`config.mk`:
```
export PLATFORM = sky130hd
export DESIGN_NAME = sio_buf_core
export DESIGN_NICKNAME = d
export VERILOG_FILES = /design/src/sio_pin_sync.v /design/src/sio_buf_core.v
export VERILOG_INCLUDE_DIRS = /design/src
export SDC_FILE = /design/constraint.sdc
export NUM_CORES = 1
export LEC_CHECK = 0
export CAP_MARGIN = 5
export CORE_ASPECT_RATIO = 0.9
export CORE_MARGIN = 1.5
export CORE_UTILIZATION = 50
export DETAILED_ROUTE_END_ITERATION = 10
export DONT_BUFFER_PORTS = 1
export PLACE_DENSITY_LB_ADDON = 0.08
export SYNTH_ARGS = -nofsm -noshare
export SYNTH_HDL_FRONTEND = slang
export SYNTH_SLANG_ARGS = --single-unit
```
`constraint.sdc`:
```
create_clock -name core_clk -period 2.8 [get_ports core_clk]
set_input_delay 0.42 -clock core_clk [delete_from_list [all_inputs] [get_ports core_clk]]
set_output_delay 0.42 -clock core_clk [all_outputs]
set_load 0.05 [all_outputs]
```
`src/sio_buf_defines.vh`:
```
// What this block does
// - Serial out enable drives the data pin, open-drain only in pin set B, ignoring the port latch.
// - Mode bit 7 gates the overrun flag onto the interrupt request.
// - Mode bit 6 gates the empty flag onto the interrupt request.
// - Mode bit 5 gates the full flag onto the interrupt request.
// - Mode bit 4 hands the data output pin to the serial channel.
// - With shift enable set, a transmit buffer write starts shifting.
// - Clearing shift enable halts shifting and returns all flags to initial values.
// - Non-external clock codes pick an internal clock driven out on the clock pin.
// - Code 00 takes the shift clock from the clock pin when it is an input.
// - Bit order select zero shifts LSB first, one shifts MSB first.
// - Transmit and receive buffers share one address; writes transmit, reads receive.
// - Shift counter overflows after eight shifts, timing buffer loads and flags.
// - Full flag set while unread receive data waits; a buffer read clears it.
// - Empty flag is one while no byte waits to transmit; a write while shifting clears it.
// - Overrun sets on reload over unread data; write zero clears, one ignored.
`ifndef SIO_BUF_DEFINES_VH
`define SIO_BUF_DEFINES_VH
`define ADDR_MODE 16'h0022
`define ADDR_FLAGS 16'h0023
`define ADDR_BUF 16'h0024
`define ADDR_SHIFT 16'h0025
`define MODE_RESET 8'h00
`define MODE_OVE 7
`define MODE_EME 6
`define MODE_FLE 5
`define MODE_SOE 4
`define MODE_SEN 3
`define MODE_CKS_HI 2
`define MODE_CKS_LO 1
`define MODE_BDS 0
`define FLAG_OVF 2
`define FLAG_EMF 1
`define FLAG_FLF 0
`define CKS_EXT 2'h0
`define CKS_DIV2 2'h1
`define CKS_DIV8 2'h2
`define CKS_DIV32 2'h3
`define INST_CYCLES 8
`define HALF_DIV2 8'h02
`define HALF_DIV8 8'h08
`define HALF_DIV32 8'h20
`define SHIFT_BITS 4'h8
`endif

```
`src/sio_pin_sync.v`:
```
`timescale 1ns/1ps
module sio_pin_sync (
  // Clock and reset
  input wire core_clk,
  input wire reset_n,
  // Raw pin and filtered level
  input wire pin_in,
  output reg level_q
);
  reg s1_q;
  reg s2_q;
  reg s3_q;
  always @(posedge core_clk or negedge reset_n)
  begin
    if (!reset_n)
    begin
      s1_q <= 1'b1;
      s2_q <= 1'b1;
      s3_q <= 1'b1;
      level_q <= 1'b1;
    end
    else
    begin
      s1_q <= pin_in;
      s2_q <= s1_q;
      s3_q <= s2_q;
      if (s2_q == s3_q)
        level_q <= s2_q;
    end
  end
endmodule // sio_pin_sync

```
`src/sio_buf_core.v`:
```
// The plain strobed port was chosen for this implementation.
`timescale 1ns/1ps
`include "sio_buf_defines.vh"
module sio_buf_core (
  // Clock and reset
  input wire core_clk,
  input wire reset_n,
  // Register port
  input wire [15:0] reg_addr,
  input wire [7:0] reg_wdata,
  input wire reg_wr,
  input wire reg_rd,
  output reg [7:0] reg_rdata_q,
  // Port settings from the pin set in use
  input wire pin_set_b,
  input wire port6_direction,
  input wire port7_latch,
  input wire port_out_value,
  // Shift clock pin
  input wire shift_clock_in,
  output reg shift_clock_out_q,
  output reg shift_clock_oe_q,
  // Data pins
  input wire serial_in,
  output reg serial_out_q,
  output reg serial_out_oe_q,
  // Interrupt request
  output reg serial_irq_line_q
);
  ////////////////////////////////////////////////////////////////////////////
  reg [7:0] mode_q;
  reg ovf_q;
  reg emf_q;
  reg flf_q;
  reg [7:0] shift_q;
  reg [7:0] txbuf_q;
  reg [7:0] rxbuf_q;
  reg [3:0] count_q;
  reg busy_q;
  reg [7:0] div_q;
  reg int_clk_q;
  reg ext_clk_q;
  reg out_bit_q;
  wire ext_clk;
  wire shift_enable = mode_q[`MODE_SEN];
  wire bit_order_select = mode_q[`MODE_BDS];
  wire [1:0] cks = mode_q[`MODE_CKS_HI:`MODE_CKS_LO];
  wire ext_mode = (cks == `CKS_EXT);
  wire wr_mode = reg_wr && (reg_addr == `ADDR_MODE);
  wire wr_flags = reg_wr && (reg_addr == `ADDR_FLAGS);
  wire wr_buf = reg_wr && (reg_addr == `ADDR_BUF);
  wire rd_buf = reg_rd && (reg_addr == `ADDR_BUF);
  reg [7:0] half_sel;
  // Half period in core clocks, cut to the divider width
  wire [31:0] reload_full = half_sel * `INST_CYCLES / 2;
  wire [7:0] reload = reload_full[7:0];

  sio_pin_sync clk_sync (
    .core_clk(core_clk),
    .reset_n(reset_n),
    .pin_in(shift_clock_in),
    .level_q(ext_clk)
  );

  reg [2:0] din_s_q;
  always @(posedge core_clk or negedge reset_n)
  begin
    if (!reset_n)
      din_s_q <= 3'h0;
    else
      din_s_q <= {din_s_q[1:0], serial_in};
  end
  reg din_q;
  always @(posedge core_clk or negedge reset_n)
  begin
    if (!reset_n)
      din_q <= 1'b0;
    else if (din_s_q[1] == din_s_q[2])
      din_q <= din_s_q[2];
  end

  ////////////////////////////////////////////////////////////////////////////
  // Internal clock divider, full periods in instruction cycles
  always @*
  begin
    case (cks)
      `CKS_DIV2: half_sel = `HALF_DIV2;
      `CKS_DIV8: half_sel = `HALF_DIV8;
      `CKS_DIV32: half_sel = `HALF_DIV32;
      default: half_sel = 8'h01;
    endcase
  end

  // External pin usable only when configured as input
  wire ext_ok = pin_set_b ? port7_latch : !port6_direction;
  wire int_tick = (div_q == 8'h01);
  wire int_fall = busy_q && !ext_mode && int_tick && int_clk_q;
  wire int_rise = busy_q && !ext_mode && int_tick && !int_clk_q;
  wire ext_fall = busy_q && ext_mode && ext_ok && ext_clk_q && !ext_clk;
  wire ext_rise = busy_q && ext_mode && ext_ok && !ext_clk_q && ext_clk;
  wire fall = int_fall || ext_fall;
  wire rise = int_rise || ext_rise;
  wire last = rise && (count_q == `SHIFT_BITS - 4'h1);
  wire [7:0] rx_byte = bit_order_select ? {shift_q[6:0], din_q} : {din_q, shift_q[7:1]};

  always @(posedge core_clk or negedge reset_n)
  begin
    if (!reset_n)
    begin
      div_q <= 8'h01;
      int_clk_q <= 1'b1;
      ext_clk_q <= 1'b1;
    end
    else
    begin
      ext_clk_q <= ext_clk;
      if (!busy_q)
      begin
        div_q <= reload;
        int_clk_q <= 1'b1;
      end
      else if (int_tick)
      begin
        div_q <= reload;
        int_clk_q <= !int_clk_q;
      end
      else
        div_q <= div_q - 8'h01;
    end
  end

  ////////////////////////////////////////////////////////////////////////////
  // Mode, shift engine and flags
  always @(posedge core_clk or negedge reset_n)
  begin
    if (!reset_n)
    begin
      mode_q <= `MODE_RESET;
      ovf_q <= 1'b0;
      emf_q <= 1'b1;
      flf_q <= 1'b0;
      shift_q <= 8'h00;
      txbuf_q <= 8'h00;
      rxbuf_q <= 8'h00;
      count_q <= 4'h0;
      busy_q <= 1'b0;
      out_bit_q <= 1'b1;
    end
    else
    begin
      if (wr_mode)
        mode_q <= reg_wdata;
      if (wr_buf)
      begin
        txbuf_q <= reg_wdata;
        emf_q <= 1'b0;
      end
      if (rd_buf)
        flf_q <= 1'b0;
      if (wr_flags && !reg_wdata[`FLAG_OVF])
        ovf_q <= 1'b0;
      if (!busy_q && shift_enable && (wr_buf || !emf_q))
      begin
        shift_q <= wr_buf ? reg_wdata : txbuf_q;
        busy_q <= 1'b1;
        count_q <= 4'h0;
        emf_q <= 1'b1;
        out_bit_q <= bit_order_select ? (wr_buf ? reg_wdata[7] : txbuf_q[7]) : (wr_buf ? reg_wdata[0] : txbuf_q[0]);
      end
      else if (busy_q)
      begin
        // Every fall, so a reloaded byte shows its first bit too
        if (fall)
          out_bit_q <= bit_order_select ? shift_q[7] : shift_q[0];
        if (rise)
        begin
          shift_q <= rx_byte;
          count_q <= count_q + 4'h1;
        end
        if (last)
        begin
          rxbuf_q <= rx_byte;
          flf_q <= 1'b1;
          if (flf_q && !rd_buf)
            ovf_q <= 1'b1;
          if (!emf_q && !wr_buf)
          begin
            shift_q <= txbuf_q;
            count_q <= 4'h0;
            emf_q <= 1'b1;
          end
          else if (wr_buf)
          begin
            shift_q <= reg_wdata;
            count_q <= 4'h0;
            emf_q <= 1'b1;
          end
          else
            busy_q <= 1'b0;
        end
      end
      if (!shift_enable || (wr_mode && !reg_wdata[`MODE_SEN]))
      begin
        busy_q <= 1'b0;
        count_q <= 4'h0;
        ovf_q <= 1'b0;
        emf_q <= 1'b1;
        flf_q <= 1'b0;
      end
    end
  end

  ////////////////////////////////////////////////////////////////////////////
  // Pins, read data, interrupt
  always @(posedge core_clk or negedge reset_n)
  begin
    if (!reset_n)
    begin
      shift_clock_out_q <= 1'b1;
      shift_clock_oe_q <= 1'b0;
      serial_out_q <= 1'b1;
      serial_out_oe_q <= 1'b0;
      serial_irq_line_q <= 1'b0;
      reg_rdata_q <= 8'h00;
    end
    else
    begin
      shift_clock_out_q <= int_clk_q;
      shift_clock_oe_q <= !ext_mode && (!pin_set_b || !int_clk_q);
      if (mode_q[`MODE_SOE])
      begin
        serial_out_q <= out_bit_q;
        serial_out_oe_q <= pin_set_b ? !out_bit_q : 1'b1;
      end
      else
      begin
        serial_out_q <= port_out_value;
        serial_out_oe_q <= pin_set_b ? !port_out_value : 1'b0;
      end
      serial_irq_line_q <= (mode_q[`MODE_OVE] && ovf_q) ||
        (mode_q[`MODE_EME] && emf_q) ||
        (mode_q[`MODE_FLE] && flf_q);
      reg_rdata_q <= 8'h00;
      if (reg_rd)
      begin
        case (reg_addr)
          `ADDR_MODE: reg_rdata_q <= mode_q;
          `ADDR_FLAGS: reg_rdata_q <= {5'h00, ovf_q, emf_q, flf_q};
          `ADDR_BUF: reg_rdata_q <= rxbuf_q;
          `ADDR_SHIFT: reg_rdata_q <= shift_q;
          default: reg_rdata_q <= 8'h00;
        endcase
      end
    end
  end
endmodule // sio_buf_core

```
==> results.cfg <==
[drt]
dr_total_vias = 3028
routedWlPerCell_um = 19.7
first_pass_iters = 5
wirelength_mm = 9.32
drtIter0Drc = 235
drc_errors = 0
viasPerCell = 6.39
ant_nets = 0

[yosys]
synth.area.top_cells = dfrtp_1 39%, dfstp_2 7.4%, mux2_2 6.0%
synth_most_common_cell = dfrtp_1
yosys.area.top_type_share_pct = 39.0
yosys_register_bits = 72
ys_top_cells_by_count = 61 x dfrtp_1, 37 x nor2_1, 35 x a21oi_1
syn_inst = 376
synth_area_leader_cell = dfrtp_1
synth_fp_nets = 413
ys_warn_count = 0
async_flop_share_pct = 100
synth_area_um2 = 3920
ys.flop_type = dfrtp_1
yosysSeqAreaShare_pct = 46.3
yosysUniqueCellTypes = 65
synth_edf_count = 0
avgSynthCellArea_um2 = 10.4

[timing]
slew_headroom_pct = 48.6
finalMaxSlewViolations = 0
finalSetupTns_ps = 0
setup_viol_count_final = 0
period_share_pct = 86.2
finalHoldViolCount = 0
min_period_ps = 2410
rsz0062_at_grt = false
finClkSkew_ps = 10.3
timing.hold.ws_ps = 67.6
fmax_mhz = 414
worst_pin_slew_ps = 765

[grt]
track_usage_pct = 24.7
grt_start_max_net_pins = 73
grt_overflow = 0
grt_pass1_wl_mm = 15.4
grt_pass1_vias = 2880
antenna_found_initial = 0

[critical_path]
arrival_ps = 2650
cp.required_ps = 3040
startpoint_type = flip-flop
crit_slowest_cell = dfstp_2
cp-end-kind = flip-flop
crit_fanout = 17
cp_cell_sequence = ha_1 -> nor3b_1 -> nand4b_4 -> a21oi_4 -> o21ai_0 -> a221oi_1
cp_slowest_stage_delay_ps = 550
path_class = reg2reg

[final_layout]
drive_above_1_share_pct = 18.5
nFillCells = 675
nNetsFinal = 410
area_growth_pct = 7.35
n_antenna_cell = 0

[power_and_ir_drop]
power.leakage_uw = 0.00176
ir_drop_v = 0.000333
cellPowerDensity_nw_per_um2 = 486

[floorplan]
rows = 30
dieArea_um2 = 8380
die_w_um = 96.3
dieHeight_um = 87.0
initial_utilization_pct = 51.7
ios = 47
core_region_area_um2 = 7580

[placed_design]
hpwl_mm = 6.53
port_buffers = 0
routabilityCongestion = 0.886

[clock_tree]
cts_buffers = 9
cts.path.max_buffers = 2
cts_htree_levels = 3
cts_tree = yes
clk_latency_ps = 340
cts.clk_slew.worst_paths_ps = 80
cts_resized = 0
clock-root-buffer = clkbuf_8
cts.sinks = 72

[outcome]
status = complete, no violations

[job]
maxCapViolCount = 0

[hold_path]
holdCritPathClass = in2reg
==> worst max-delay path, delay by kind of cell (launching register included) <==
family,cells,cell delay (ps)
compound gates,3,900
simple gates,2,700
fa+ha+maj,1,140
flops,1,550
==> flip-flops by register name (all words and copies together), names as in the netlist, 3 cells and up <==
name,flops
txbuf_q,8
rxbuf_q,8
div_q,8
mode_q,8
count_q,4
din_s_q,3
shift_q,8
reg_rdata_q,8
==> cells in the final DEF, fill, tap and decap left out, types with 8 or more instances in the layout <==
| cell type | Yosys | layout |
|---|---|---|
| clkbuf_8 | 0 | 10 |
| or3_1 | 9 | 9 |
| inv_1 | 10 | 10 |
| mux2i_1 | 10 | 10 |
| mux2_2 | 21 | 21 |
| a21oi_1 | 35 | 35 |
| nand2b_1 | 11 | 11 |
| dfrtp_1 | 61 | 61 |
| nor2_1 | 37 | 37 |
| nand2_1 | 15 | 15 |
| dfstp_2 | 11 | 11 |
| o21ai_0 | 21 | 21 |
| a222oi_1 | 8 | 8 |
| buf_4 | 2 | 8 |
==> area by class of cell <==
| class | count | area, µm² | area share (%) |
|---|---|---|---|
| timing repair buffer | 10 | 97.6 | 2.32 |
| multi-input combinational | 270 | 1910 | 45.5 |
| inverter | 10 | 37.5 | 0.893 |
| tap | 96 | 120 | 2.86 |
| clock buffer | 12 | 145 | 3.45 |
| sequential | 72 | 1820 | 43.2 |
| clock inverter | 4 | 76.3 | 1.81 |
==> timing repair <==
item / CTS / global route
hold buffers: 2 / 0
setup buffers: 0 / 0
endpoints found under the hold margin: 72 / 0
==> cell families after synthesis <==
logic type / count (synthesis) / share of synthesized area [%]
mux: 31 / 8.59
compound gates: 109 / 19.0
xor+xnor: 8 / 1.79
buf+inv: 34 / 4.82
flops: 72 / 46.3
simple gates: 117 / 18.0
fa+ha+maj: 5 / 1.47
==> power by group <==
group	switching (µW)	internal, µW	total, µW
sequential	11.5	1050	1070
clock	393	530	923
combinational	34.4	20.2	54.6
total	439	1600	2040
==> final timing paths <==
path | to | start | cells past startpoint | slack [ps]
setup reg to reg | shift_q[2]$_DFFE_PN0P_ | div_q[0]$_DFF_PN1_ | 6 | 390
hold / removal | clk_sync.s1_q$_DFF_PN1_ | shift_clock_in | 0 | 70
max in group asynchronous | emf_q$_DFF_PN1_ | reset_n | 2 | 1840
hold reg to reg | din_s_q[1]$_DFF_PN0_ | din_s_q[0]$_DFF_PN0_ | 0 | 340
setup / recovery | shift_q[2]$_DFFE_PN0P_ | div_q[0]$_DFF_PN1_ | 6 | 390
min in group asynchronous | div_q[5]$_DFF_PN0_ | reset_n | 2 | 610
==> per-layer routing <==
layer,vias to the layer above,GRT usage (%),part of all wire (%)
met5,-,0,0
met4,0,8.43,1.8
met3,16,5.50,6.2
met2,123,34.1,43
met1,1500,37.6,49
li1,1389,-,-
==> per-stage QoR <==
step / utilization (%) / instance area (µm²) / std cells / worst slack (ps) / total power [µW]
floorplan: - / 3920 / 376 / 821 / 1110
global placement: 52.0 / 3950 / 456 / 534 / 1110
detailed placement: 52.0 / 3950 / 456 / 411 / 1120
CTS: 55.5 / 4210 / 474 / 402 / 2060
global route: 55.5 / 4210 / 474 / 142 / 2120
finish: 55.5 / 4210 / 474 / 385 / 2040
Note: power is estimated with default switching activity, not from simulation.
